File: config.mk
export PLATFORM = sky130hd
export DESIGN_NAME = iams_ack_seq
export DESIGN_NICKNAME = d
export VERILOG_FILES = /design/src/hdl/iams_pkg.sv /design/src/hdl/iams_baud.sv /design/src/hdl/iams_irq.sv /design/src/hdl/iams_ack_seq.sv
export SDC_FILE = /design/constraint.sdc
export NUM_CORES = 1
export LEC_CHECK = 0
export BUFFER_PORTS_ARGS = -buffer_cell sky130_fd_sc_hd__clkbuf_2
export CORE_MARGIN = 2
export CORE_UTILIZATION = 50
export CTS_CLUSTER_SIZE = 12
export DETAILED_ROUTE_END_ITERATION = 16
export HOLD_SLACK_MARGIN = 0.1
export PLACE_DENSITY = 0.76
export SYNTH_ARGS = -nofsm -noshare
export SYNTH_HDL_FRONTEND = slang
export SYNTH_SLANG_ARGS = --single-unit
File: constraint.sdc
create_clock -name ref_clk -period 5.54 [get_ports ref_clk]
set_clock_uncertainty 0.15 [all_clocks]
set_input_delay 1.108 -clock ref_clk [delete_from_list [all_inputs] [get_ports ref_clk]]
set_output_delay 1.108 -clock ref_clk [all_outputs]
set_load 0.03 [all_outputs]
File: src/hdl/iams_pkg.sv
// package: register map, field layout, states and pin carrier of the ack sequencer
// Notes on behaviour
// - setting the ack sequence enable bit (bit 4 of control two) starts an acknowledge sequence.
// - at the start the block pulls SCL low and puts the ack data value on SDA.
// - after driving the ack level the block waits one baud period, then releases SCL.
// - the block waits until SCL is sampled high, counts another baud period, then pulls SCL low.
// - at the end hardware clears the enable bit, stops the baud generator and goes idle.
// - a buffer write during a sequence sets the write collision flag and leaves the buffer alone.
package iams_pkg;

    // ****************************************
    // register indices (byte address = 4 * index)
    // ****************************************
    localparam logic [9:0] IDX_BUFFER   = 10'h013;
    localparam logic [9:0] IDX_CONTROL  = 10'h014;
    localparam logic [9:0] IDX_STATUS   = 10'h094;
    localparam logic [9:0] IDX_CONTROL2 = 10'h015;
    localparam logic [9:0] IDX_BAUD     = 10'h016;
    localparam logic [9:0] IDX_IRQ_STAT = 10'h017;
    localparam logic [9:0] IDX_IRQ_CLR  = 10'h018;
    localparam logic [9:0] IDX_IRQ_EN   = 10'h019;

    // ****************************************
    // field positions and reset values
    // ****************************************
    localparam int BIT_WRITE_COLLISION_FLAG       = 7;
    localparam int BIT_ACK_ENABLE = 4;
    localparam int BIT_ACK_DATA   = 5;
    localparam int IRQ_DONE       = 0;
    localparam int IRQ_WRITE_COLLISION_FLAG       = 1;
    localparam int IRQ_W          = 2;

    localparam logic [7:0] RST_CONTROL  = 8'h00;
    localparam logic [7:0] RST_CONTROL2 = 8'h00;
    localparam logic [7:0] RST_STATUS   = 8'h00;
    localparam logic [7:0] RST_BUFFER   = 8'h00;
    localparam logic [7:0] STATUS_WMASK = 8'hC0;
    // baud period is reload + 1 clock cycles
    localparam logic [7:0] RST_BAUD     = 8'h09;

    // ****************************************
    // types
    // ****************************************
    typedef enum logic [4:0] {
        ST_IDLE = 5'b0_0001,
        ST_LOW  = 5'b0_0010,
        ST_REL  = 5'b0_0100,
        ST_HIGH = 5'b0_1000,
        ST_FIN  = 5'b1_0000
    } iams_state_t;

    typedef struct packed {
        logic sclOut;
        logic sclOe;
        logic sdaOut;
        logic sdaOe;
    } iams_pins_t;

    function automatic logic regHit(input logic [11:0] addr, input logic [9:0] idx);
        return addr == {idx, 2'b00};
    endfunction : regHit

endpackage : iams_pkg

File: src/hdl/iams_baud.sv
// baud rate generator: reloads while stopped, one-cycle tick on every rollover
`timescale 1ns/10ps
module iams_baud
    import iams_pkg::*;
(
    input  wire logic       ref_clk,
    input  wire logic       rst_n,
    input  wire logic       run,
    input  wire logic [7:0] reload,
    output logic            tick
);
    logic [7:0] cnt_reg;
    logic [7:0] cnt_next;

    always_comb begin
        if (!run || cnt_reg == 8'h00) begin
            cnt_next = reload;
        end else begin
            cnt_next = cnt_reg - 8'h01;
        end
    end

    always_ff @(posedge ref_clk) begin
        if (!rst_n) begin
            cnt_reg <= RST_BAUD;
        end else begin
            cnt_reg <= cnt_next;
        end
    end

    assign tick = run && cnt_reg == 8'h00;
endmodule : iams_baud

File: src/hdl/iams_irq.sv
// sticky event status, enable mask, write-one-to-clear, one level interrupt
`timescale 1ns/10ps
module iams_irq
    import iams_pkg::*;
(
    input  wire logic              ref_clk,
    input  wire logic              rst_n,
    input  wire logic [IRQ_W-1:0]  evt,
    input  wire logic              clrWr,
    input  wire logic              enWr,
    input  wire logic [IRQ_W-1:0]  wrData,
    output logic      [IRQ_W-1:0]  status,
    output logic      [IRQ_W-1:0]  enable,
    output logic                   irq
);
    logic [IRQ_W-1:0] stat_reg;
    logic [IRQ_W-1:0] stat_next;
    logic [IRQ_W-1:0] en_reg;
    logic [IRQ_W-1:0] en_next;

    // set wins over a clear in the same cycle
    always_comb begin
        stat_next = (stat_reg & ~(clrWr ? wrData : '0)) | evt;
        en_next   = enWr ? wrData : en_reg;
    end

    always_ff @(posedge ref_clk) begin
        if (!rst_n) begin
            stat_reg <= '0;
            en_reg   <= '0;
        end else begin
            stat_reg <= stat_next;
            en_reg   <= en_next;
        end
    end

    assign status = stat_reg;
    assign enable = en_reg;
    assign irq    = |(stat_reg & en_reg);
endmodule : iams_irq

File: src/hdl/iams_ack_seq.sv
// two-wire master acknowledge sequencer with APB register slave
//
// The implementer's own choice: register access over APB.
`timescale 1ns/10ps
module iams_ack_seq
    import iams_pkg::*;
(
    input  wire logic        ref_clk,
    input  wire logic        rst_n,
    input  wire logic        psel,
    input  wire logic        penable,
    input  wire logic        pwrite,
    input  wire logic [11:0] paddr,
    input  wire logic [31:0] pwdata,
    output logic      [31:0] prdata,
    output logic             pready,
    output logic             pslverr,
    input  wire logic        sclIn,
    output iams_pins_t       pins,
    output logic             irq
);
    // ****************************************
    // bus decode
    // ****************************************
    logic wrEn;
    logic rdSetup;
    logic hitBuf;
    logic hitCtl;
    logic hitSta;
    logic hitCtl2;
    logic hitBaud;
    logic hitIStat;
    logic hitIClr;
    logic hitIEn;
    logic mapped;

    always_comb begin
        hitBuf   = regHit(paddr, IDX_BUFFER);
        hitCtl   = regHit(paddr, IDX_CONTROL);
        hitSta   = regHit(paddr, IDX_STATUS);
        hitCtl2  = regHit(paddr, IDX_CONTROL2);
        hitBaud  = regHit(paddr, IDX_BAUD);
        hitIStat = regHit(paddr, IDX_IRQ_STAT);
        hitIClr  = regHit(paddr, IDX_IRQ_CLR);
        hitIEn   = regHit(paddr, IDX_IRQ_EN);
        mapped   = hitBuf | hitCtl | hitSta | hitCtl2 | hitBaud | hitIStat | hitIClr | hitIEn;
        wrEn     = psel && penable && pwrite && mapped;
        rdSetup  = psel && !penable && !pwrite;
    end

    // no wait states: every access completes in its first access cycle
    assign pready  = 1'b1;
    assign pslverr = psel && penable && !mapped;

    // ****************************************
    // registers and sequencer state
    // ****************************************
    iams_state_t      state_reg;
    iams_state_t      state_next;
    logic [7:0]       buf_reg;
    logic [7:0]       buf_next;
    logic [7:0]       ctl_reg;
    logic [7:0]       ctl_next;
    logic [7:0]       sta_reg;
    logic [7:0]       sta_next;
    logic [7:0]       ctl2_reg;
    logic [7:0]       ctl2_next;
    logic [7:0]       baud_reg;
    logic [7:0]       baud_next;
    logic             ackDat_reg;
    logic             ackDat_next;
    logic [31:0]      rd_reg;
    logic [31:0]      rd_next;
    iams_pins_t       pins_reg;
    iams_pins_t       pins_next;
    logic             busy;
    logic             baudRun;
    logic             baudTick;
    logic             wcolEvt;
    logic             doneEvt;
    logic [IRQ_W-1:0] irqStatus;
    logic [IRQ_W-1:0] irqEnable;

    assign busy = state_reg != ST_IDLE;

    // ****************************************
    // sequencer
    // ****************************************
    always_comb begin
        state_next  = state_reg;
        ackDat_next = ackDat_reg;
        case (state_reg)
            ST_IDLE: begin
                if (ctl2_reg[BIT_ACK_ENABLE]) begin
                    state_next  = ST_LOW;
                    ackDat_next = ctl2_reg[BIT_ACK_DATA];
                end
            end
            ST_LOW: begin
                if (baudTick) begin
                    state_next = ST_REL;
                end
            end
            ST_REL: begin
                if (sclIn) begin
                    state_next = ST_HIGH;
                end
            end
            ST_HIGH: begin
                if (baudTick) begin
                    state_next = ST_FIN;
                end
            end
            ST_FIN: begin
                state_next = ST_IDLE;
            end
            default: begin
                state_next = ST_IDLE;
            end
        endcase
    end

    assign baudRun = state_reg == ST_LOW || state_reg == ST_HIGH;
    assign doneEvt = state_reg == ST_FIN;
    assign wcolEvt = wrEn && hitBuf && busy;

    // open-drain pins: only ever pull low, enable high while pulling
    always_comb begin
        pins_next.sclOut = 1'b0;
        pins_next.sdaOut = 1'b0;
        // SCL low, ack level on SDA
        pins_next.sclOe  = state_next == ST_LOW || state_next == ST_FIN;
        pins_next.sdaOe  = state_next != ST_IDLE && !ackDat_next;
    end

    // ****************************************
    // register writes
    // ****************************************
    always_comb begin
        buf_next  = buf_reg;
        ctl_next  = ctl_reg;
        sta_next  = sta_reg;
        ctl2_next = ctl2_reg;
        baud_next = baud_reg;
        if (wrEn && hitBuf && !busy) begin
            buf_next = pwdata[7:0];
        end
        if (wrEn && hitCtl) begin
            ctl_next = pwdata[7:0];
        end
        // collision flag, set wins over clear
        if (wcolEvt) begin
            ctl_next[BIT_WRITE_COLLISION_FLAG] = 1'b1;
        end
        if (wrEn && hitSta) begin
            sta_next = pwdata[7:0] & STATUS_WMASK;
        end
        // hardware owns the enable bit while a sequence runs
        if (wrEn && hitCtl2) begin
            ctl2_next = pwdata[7:0];
            if (busy) begin
                ctl2_next[BIT_ACK_ENABLE] = ctl2_reg[BIT_ACK_ENABLE];
            end
        end
        if (doneEvt) begin
            ctl2_next[BIT_ACK_ENABLE] = 1'b0;
        end
        if (wrEn && hitBaud) begin
            baud_next = pwdata[7:0];
        end
    end

    // read data is captured in the setup cycle, so it reflects that cycle's state
    always_comb begin
        rd_next = 32'h0000_0000;
        if (rdSetup) begin
            if (hitBuf) begin
                rd_next[7:0] = buf_reg;
            end else if (hitCtl) begin
                rd_next[7:0] = ctl_reg;
            end else if (hitSta) begin
                rd_next[7:0] = sta_reg;
            end else if (hitCtl2) begin
                rd_next[7:0] = ctl2_reg;
            end else if (hitBaud) begin
                rd_next[7:0] = baud_reg;
            end else if (hitIStat) begin
                rd_next[IRQ_W-1:0] = irqStatus;
            end else if (hitIEn) begin
                rd_next[IRQ_W-1:0] = irqEnable;
            end
        end else begin
            rd_next = rd_reg;
        end
    end

    always_ff @(posedge ref_clk) begin
        if (!rst_n) begin
            state_reg  <= ST_IDLE;
            buf_reg    <= RST_BUFFER;
            ctl_reg    <= RST_CONTROL;
            sta_reg    <= RST_STATUS;
            ctl2_reg   <= RST_CONTROL2;
            baud_reg   <= RST_BAUD;
            ackDat_reg <= 1'b0;
            rd_reg     <= 32'h0000_0000;
            pins_reg   <= '0;
        end else begin
            state_reg  <= state_next;
            buf_reg    <= buf_next;
            ctl_reg    <= ctl_next;
            sta_reg    <= sta_next;
            ctl2_reg   <= ctl2_next;
            baud_reg   <= baud_next;
            ackDat_reg <= ackDat_next;
            rd_reg     <= rd_next;
            pins_reg   <= pins_next;
        end
    end

    assign prdata = rd_reg;
    assign pins   = pins_reg;

    // ****************************************
    // baud generator and interrupt
    // ****************************************
    iams_baud u_baud (
        .ref_clk (ref_clk),
        .rst_n   (rst_n),
        .run     (baudRun),
        .reload  (baud_reg),
        .tick    (baudTick)
    );

    iams_irq u_irq (
        .ref_clk (ref_clk),
        .rst_n   (rst_n),
        .evt     ({wcolEvt, doneEvt}),
        .clrWr   (wrEn && hitIClr),
        .enWr    (wrEn && hitIEn),
        .wrData  (pwdata[IRQ_W-1:0]),
        .status  (irqStatus),
        .enable  (irqEnable),
        .irq     (irq)
    );
endmodule : iams_ack_seq

==> metrics.csv, run 1 <==
metric,value,unit
end_kind,output pin,
vias,3180,
syn_to_final_growth,8.70,%
drive_gt1_frac,0.153,
ctsHoldBuffers,0,
status,"finished, final reports clean",
port_buffers,37,
pre_cts_ws,1830,ps
ys_seq_area_frac,0.366,
slew_violations,0,
syn_avg_cell_area,8.30,µm²
worst_pin_slew,980,ps
synth-seq-cells,62,
die_y,86.4,µm
cp.buffers_inverters,2,
required,4280,ps
place_area,0.00350,mm²
synth_edf_count,0,
grt_usage,0.232,
min-delay-path-class,register to register,
critPathArrivalTime,2490,ps
cts.clk_slew.worst_paths,60,ps
cp_slowest_cell,nor4bb_1,
diodes,0,
first_global_vias,2815,
syn_inst,409,
seqPwrFrac,0.490,
period_needed,3750,ps
finalSetupViolCount,0,
routabilityCongestion,0.897,
fin_ws,1790,ps
cp_common_cell,clkbuf_2,
yosysWarnings,0,
htree_levels,3,
netSwitchingFraction,0.261,
p_leak,0.00139,µW
p_clk_frac,0.409,
numPlacedInstances,504,
crit_fanout,6,
cp_slowest_stage_delay,790,ps
final_hold_viol_count,0,
drt_wl_total,8.51,mm
die_area,0.00746,mm²
synth_top_area_share,0.366,
startpoint_type,input port,
max_freq,267,MHz
ios,89,
antenna_found_initial,0,
hpwl,5.83,mm
cts_tree,done,
syn_area,0.00339,mm²
drt_pass1_iterations,6,
die_x,86.4,µm
peakVddDrop,0.000167,V
power.switching,239,µW
cp_top_family,simple AND/OR/NAND/NOR gates,
finalNonFillerCells,519,
cellInternalPower,678,µW
crit_chain,"clkbuf_2, nor4bb_1, a311oi_1, clkbuf_2",
drv_cap,0,
cts_resized,0,
wl_per_cell,16.4,µm
netlist_top_cells_area,"dfxtp_1 37%, a21oi_1 6.0%, buf_4 6.0%",
yosysMostFrequentCell,dfxtp_1,
power_frac_comb,0.101,
stdcell_area,0.00369,mm²
clockBufferDepth,2,
numClockSinks,62,
first_iter_violations,242,
p_per_area,249,mW/mm²
grt_overflow_total,0,
fillers,660,
cts_setup_buffers,0,
ys.flop_type,dfxtp_1,
yosys.area.top_type,dfxtp_1,
synth_cell_types,58,
crit_type,input port to output pin,
synthArstFlopShare,0,
drc,0,
placementRows,30,
ys_top_cells_by_count,"62 x dfxtp_1, 41 x a21oi_1, 32 x nand3_1, 32 x o21ai_0, 27 x buf_4",
core-area,0.00668,mm²
fin_setup_tns,0,ps
clk-insertion-delay-late,340,ps
nets,487,
relSlewSlack,0.341,
cts_buffers,9,
grt_max_degree,44,
antenna_left,0,
rsz0062_at_grt,no,
initial_core_util,0.508,
root_buffer,clkbuf_8,
grt_pass1_wl,13.9,mm
final.period_utilization,0.677,
vias_per_cell,6.13,
==> through the flow <==
stage / total power, µW / utilization / hold WS (ps)
floorplan: 536 / - / 282
global placement: 549 / 0.524 / 288
detailed placement: 550 / 0.524 / 298
CTS: 921 / 0.552 / 308
global route: 947 / 0.552 / 326
finish: 917 / 0.552 / 308
==> cells in the final DEF (no fill, tap or decap), drive strengths merged, types with 4 or more instances in the layout <==
cell,synthesis,final
o311ai,4,4
nor2b,5,5
nor3,9,9
nor4,7,7
nand4,11,11
a21oi,41,41
dfxtp,62,62
mux2i,16,16
nand3b,13,13
conb,2,27
o21ai,32,32
a31oi,8,8
xnor2,5,5
nor2,24,24
nand3,32,32
inv,5,5
a211oi,7,7
clkbuf,17,52
nand2,21,21
buf,34,4
==> cells by family after synthesis <==
kind of cell	Yosys count	share of synthesized area
AOI/OAI and AO/OA	110	0.193
xor gates and xnor gates	7	0.0181
adders and majority gates	2	0.00737
buffers and inverters	57	0.0988
DFF	62	0.366
muxes	16	0.0472
other	2	0.00221
and+or+nand+nor	153	0.268
==> final cells by class <==
type	instances	area [µm²]	area share
Tap cell	80	100	0.0271
Sequential cell	62	1240	0.336
Timing Repair Buffer	41	215	0.0583
Clock buffer	15	186	0.0505
Inverter	6	22.5	0.00610
Multi-Input combinational cell	315	1920	0.522
==> power by group through the flow <==
stage / logic [µW] / registers (µW) / clock network, µW
after detailed placement: 90.4 / 460 / 0
after global routing: 98.2 / 450 / 399
after CTS: 90.7 / 450 / 380
after global placement: 89.6 / 460 / 0
final: 92.3 / 450 / 375
after floorplan: 70.8 / 465 / 0
==> worst reg2reg max path, cell delays in order, from the launching register on <==
cell,delay (ps)
dfxtp_1,410
nor3_1,370
nand3b_1,570
or3_1,540
a21oi_1,150
==> worst paths after layout <==
kind                     start           to  slack (ps)  cells past startpoint
hold reg to reg    ctl2_reg[3]  ctl2_reg[3]         310                      2
setup reg to reg  state_reg[1]      pins[0]        3290                      4
setup / recovery      paddr[5]      pslverr        1790                      4
hold / removal     ctl2_reg[3]  ctl2_reg[3]         310                      2
==> per-layer routing <==
layer / vias to the layer above / part of all wire / global-route usage / wire (µm)
li1: 1509 / - / - / -
met1: 1496 / 0.43 / 0.313 / 3670
met2: 158 / 0.47 / 0.376 / 4010
met3: 17 / 0.082 / 0.0533 / 695
met4: 0 / 0.016 / 0.0597 / 132
met5: - / 0 / 0 / 0
Power figures use the tool's default switching activity.
==> run 2, diff against run 1 <==
--- a/config.mk
+++ b/config.mk
@@ -5,9 +5,10 @@
 export SDC_FILE = /design/constraint.sdc
 export NUM_CORES = 1
 export LEC_CHECK = 0
+export ABC_AREA = 1
 export BUFFER_PORTS_ARGS = -buffer_cell sky130_fd_sc_hd__clkbuf_2
 export CORE_MARGIN = 2
-export CORE_UTILIZATION = 50
+export CORE_UTILIZATION = 48
 export CTS_CLUSTER_SIZE = 12
 export DETAILED_ROUTE_END_ITERATION = 16
 export HOLD_SLACK_MARGIN = 0.1
==> constraint.sdc (replaced) <==
create_clock -name ref_clk -period 3.4 [get_ports ref_clk]
set_clock_uncertainty 0.15 [all_clocks]
set_input_delay 0.68 -clock ref_clk [delete_from_list [all_inputs] [get_ports ref_clk]]
set_output_delay 0.68 -clock ref_clk [all_outputs]
set_load 0.03 [all_outputs]
==> metrics.csv, run 2 <==
metric,value,unit
status,"finished, final reports clean",
final_hold_viol_count,0,
core-area,0.00718,mm²
required,2570,ps
fin_util,0.538,
clockBufferDepth,2,
cts.clk_slew.worst_paths,70,ps
worst_pin_slew,815,ps
grt_usage,0.202,
diodes,0,
netlist_top_cells_area,"dfxtp_1 35%, nand2_1 17%, nor2_1 10%",
port_buffers,37,
yosys.area.top_type,dfxtp_1,
first_iter_violations,159,
relSlewSlack,0.453,
min-delay-path-class,register to register,
p_per_area,373,mW/mm²
hold_start,u_baud.cnt_reg[0],
yosysWarnings,0,
root_buffer,clkbuf_8,
antenna_found_initial,0,
ys_top_cells_by_count,"159 x nand2_1, 95 x nor2_1, 75 x inv_1, 62 x dfxtp_1, 27 x buf_4",
max_freq,365,MHz
synth_cell_types,37,
synth_compound_area_frac,0.0593,
drt_wl_total,7.58,mm
p_leak,0.00203,µW
die_x,89.7,µm
initial_core_util,0.491,
clk-insertion-delay-late,350,ps
cts_buffers,9,
ctsHoldBuffers,0,
cp_slowest_cell,clkbuf_2,
final.period_utilization,0.805,
syn_inst,547,
htree_levels,3,
syn_area,0.00352,mm²
hold_path_end,u_baud.cnt_reg[0],
synth-seq-cells,62,
first_global_vias,2854,
ios,89,
finalNonFillerCells,688,
layout_commonest_cell,nand2_1,
synth-xor-area-share,0.0124,
cp_common_cell,nand2_1,
crit_chain,"clkbuf_2, inv_2, nor2_1, nand2_1, nor2_4, nand2_1, nand2_1, nor2_2, nand2_8, nor2_1, clkbuf_2",
reg2reg_slack,1570,ps
drv_cap,0,
vias,3195,
grt_overflow_total,0,
hpwl,5.68,mm
nets,636,
synthMuxAreaShare,0,
synthSimpleGateAreaFrac,0.405,
antenna_left,0,
yosysMostFrequentCell,nand2_1,
grt_max_degree,48,
drt_pass1_iterations,4,
r2r_end,u_baud.cnt_reg[4],
syn_avg_cell_area,6.44,µm²
fin_setup_tns,0,ps
crit_type,input port to output pin,
die_y,89.7,µm
fillers,703,
ys.flop_type,dfxtp_1,
die_area,0.00804,mm²
end_kind,output pin,
cp_slowest_stage_delay,210,ps
drive_gt1_frac,0.141,
period_needed,2740,ps
slew_violations,0,
synthAdderAreaFrac,0.00710,
cts_tree,done,
peakVddDrop,0.000293,V
holdWs,302,ps
numPlacedInstances,672,
wl_per_cell,11.0,µm
layout_common_cells,"159 x nand2_1, 95 x nor2_1, 75 x inv_1",
r2r_cells,8,
syn_to_final_growth,9.51,%
synth_edf_count,0,
synth_top_area_share,0.352,
routabilityCongestion,0.886,
grt_pass1_wl,12.5,mm
startpoint_type,input port,
crit_fanout,14,
rsz0062_at_grt,no,
vias_per_cell,4.64,
worst_hold_path.num_cells,1,
finalSetupViolCount,0,
synthArstFlopShare,0,
r2r-start,state_reg[0],
synth_top_family_by_area,simple AND/OR/NAND/NOR gates,
numClockSinks,62,
cts_resized,0,
placementRows,31,
cts_setup_buffers,0,
critPathArrivalTime,1910,ps
drc,0,
ys_seq_area_frac,0.352,
## run 2: cell type report
cell class                      count  area [µm²]  share of cell area
Multi-Input combinational cell    393        1810               0.468
Inverter                           78         293              0.0759
Clock buffer                       13         169              0.0438
Sequential cell                    62        1240               0.322
Clock inverter                      3        17.5             0.00454
Tap cell                           99         124              0.0321
Timing Repair Buffer               40         208              0.0538
## run 2: kinds of logic (layout without fill, tap and decap cells)
logic type | count (synthesis) | in the layout
simple gates | 320 | 320
buf+inv | 117 | 134
flops | 62 | 62
compound gates | 39 | 39
xor+xnor | 5 | 5
fa+ha+maj | 2 | 2
other cells | 2 | 27
## run 2: per-layer routing
layer	part of all wire	global-route usage	vias to the layer above
met2	0.50	0.356	81
met4	0.016	0.0909	0
met5	0	0	-
met1	0.43	0.238	1408
met3	0.055	0.0384	11
li1	-	-	1695
## run 2: per-stage QoR
stage	cell area (µm²)	setup WS [ps]	power, µW
3_5_place_dp	3670	666	851
5_1_grt	3860	553	1480
3_3_place_gp	3670	671	849
2_1_floorplan	3620	667	843
4_1_cts	3860	658	1450
6_report	3860	663	1440
## run 2: worst max-delay path by stage
stage | startpoint | to | slack [ps] | cells after the start
3_5_place_dp | paddr[4] | pslverr | 670 | 11
3_3_place_gp | paddr[4] | pslverr | 670 | 11
4_1_cts | paddr[4] | pslverr | 660 | 11
5_1_grt | paddr[7] | pslverr | 550 | 10
2_1_floorplan | paddr[4] | pslverr | 670 | 10
6_report | paddr[4] | pslverr | 660 | 11
## run 2: worst max-delay path, delay by kind of cell
kind,cells,cell delay [ps]
buffers and inverters,3,370
AND/OR/NAND/NOR,8,860
## run 2: power breakdown
group | total [µW] | internal, µW | leakage [µW] | switching, µW
combinational | 109 | 20.4 | 0.00144 | 88.3
sequential | 727 | 727 | 0.000499 | 0.340
clock | 602 | 322 | 0.0000954 | 280
total | 1440 | 1070 | 0.00203 | 369
==> run 3, diff against run 2 <==
==> constraint.sdc (replaced) <==
create_clock -name ref_clk -period 2.5 [get_ports ref_clk]
set_clock_uncertainty 0.15 [all_clocks]
set_input_delay 0.5 -clock ref_clk [delete_from_list [all_inputs] [get_ports ref_clk]]
set_output_delay 0.5 -clock ref_clk [all_outputs]
set_load 0.03 [all_outputs]
==> metrics.csv, run 3 (same netlist as run 2, synthesis figures left out) <==
metric,value,unit
drive_gt1_frac,0.147,
diodes,0,
cts_tree,done,
final.period_utilization,0.938,
die_y,89.7,µm
layout_common_cells,"159 x nand2_1, 95 x nor2_1, 75 x inv_1",
die_area,0.00804,mm²
p_per_area,512,mW/mm²
grt_pass1_wl,13.2,mm
final_hold_viol_count,0,
relSlewSlack,0.653,
cts_buffers,9,
fin_util,0.543,
numClockSinks,62,
vias_per_cell,4.69,
fillers,712,
grt_overflow_total,0,
min-delay-path-class,input port to register,
layout_commonest_cell,nand2_1,
cp_slowest_stage_delay,210,ps
fin_setup_tns,0,ps
nets,640,
required,1850,ps
slew_violations,0,
antenna_found_initial,0,
placementRows,31,
critPathArrivalTime,1690,ps
crit_type,input port to output pin,
wl_per_cell,11.5,µm
worst_pin_slew,520,ps
crit_chain,"clkbuf_2, inv_1, nand2_2, nor2_1, nand3_1, nand2_1, nor2_4, nand2_8, nor2_1, clkbuf_2",
max_freq,427,MHz
drc,0,
first_iter_violations,217,
core-area,0.00718,mm²
p_leak,0.00205,µW
htree_levels,3,
port_buffers,37,
hpwl,6.08,mm
grt_max_degree,30,
clockBufferDepth,2,
clk-insertion-delay-late,340,ps
cp_slowest_cell,nor2_1,
root_buffer,clkbuf_8,
end_kind,output pin,
syn_to_final_growth,10.6,%
status,"finished, final reports clean",
initial_core_util,0.491,
grt_usage,0.216,
die_x,89.7,µm
ios,89,
peakVddDrop,0.000385,V
drt_wl_total,7.99,mm
vias,3247,
period_needed,2340,ps
finalSetupViolCount,0,
routabilityCongestion,0.882,
antenna_left,0,
startpoint_type,input port,
holdWs,271,ps
cts.clk_slew.worst_paths,70,ps
drt_pass1_iterations,4,
first_global_vias,2992,
drv_cap,0,
crit_fanout,12,
rsz0062_at_grt,no,
## run 3: cell types whose count changed in the layout (fill, tap and decap cells not counted)
cell	before	now
bufinv_16	0	1
buf_4	3	7
inv_6	0	1
nor2_2	8	7
clkbuf_8	12	9
nor2_4	4	5
clkinv_2	2	3
## run 3: final cells by class
class | count | area [µm²] | share of cell area
flip-flops and latches | 62 | 1240 | 0.318
repair buffers | 44 | 238 | 0.0610
clock inverters | 6 | 61.3 | 0.0157
clock buffers | 10 | 128 | 0.0327
multi-input cells | 393 | 1810 | 0.465
well taps | 99 | 124 | 0.0318
inverters | 78 | 293 | 0.0751
## run 3: worst paths after layout
| kind | startpoint | endpoint | slack, ps | cells past startpoint |
|---|---|---|---|---|
| worst max-delay path | paddr[7] | pslverr | 160 | 10 |
| worst min-delay path | sclIn | state_reg[3] | 270 | 3 |
| worst max register to register | state_reg[0] | u_baud.cnt_reg[0] | 600 | 8 |
| worst min register to register | prdata[1] | prdata[1] | 320 | 2 |
## run 3: what timing repair did
item / CTS / global route
setup buffers: 0 / 0
setup endpoints to repair: 0 / 1
hold buffers: 0 / 0
resized for setup: 0 / 1
## run 3: metal layers
metal	global-route usage	vias up	wire length [µm]
li1	-	1704	-
met1	0.258	1455	3410
met2	0.376	75	4010
met3	0.0521	13	417
met4	0.0773	0	148
met5	0	-	0
## run 3: worst max-delay path: cells and delay by family
family | cells | cell delay (ps)
and+or+nand+nor | 7 | 860
buffers and inverters | 3 | 320
## run 3: per-stage QoR
step | std cells | worst slack, ps | cell area [µm²] | total power [µW]
after floorplan | 572 | 127 | 3620 | 1150
after detailed placement | 676 | 145 | 3700 | 1160
after global routing | 692 | 2.28 | 3900 | 2070
after global placement | 676 | 171 | 3700 | 1160
final | 692 | 155 | 3900 | 2000
after CTS | 692 | 141 | 3890 | 2010
## run 3: where the power goes
part | internal [µW] | switching (µW)
Sequential | 988 | 0.396
Clock | 458 | 399
Combinational | 29.3 | 121
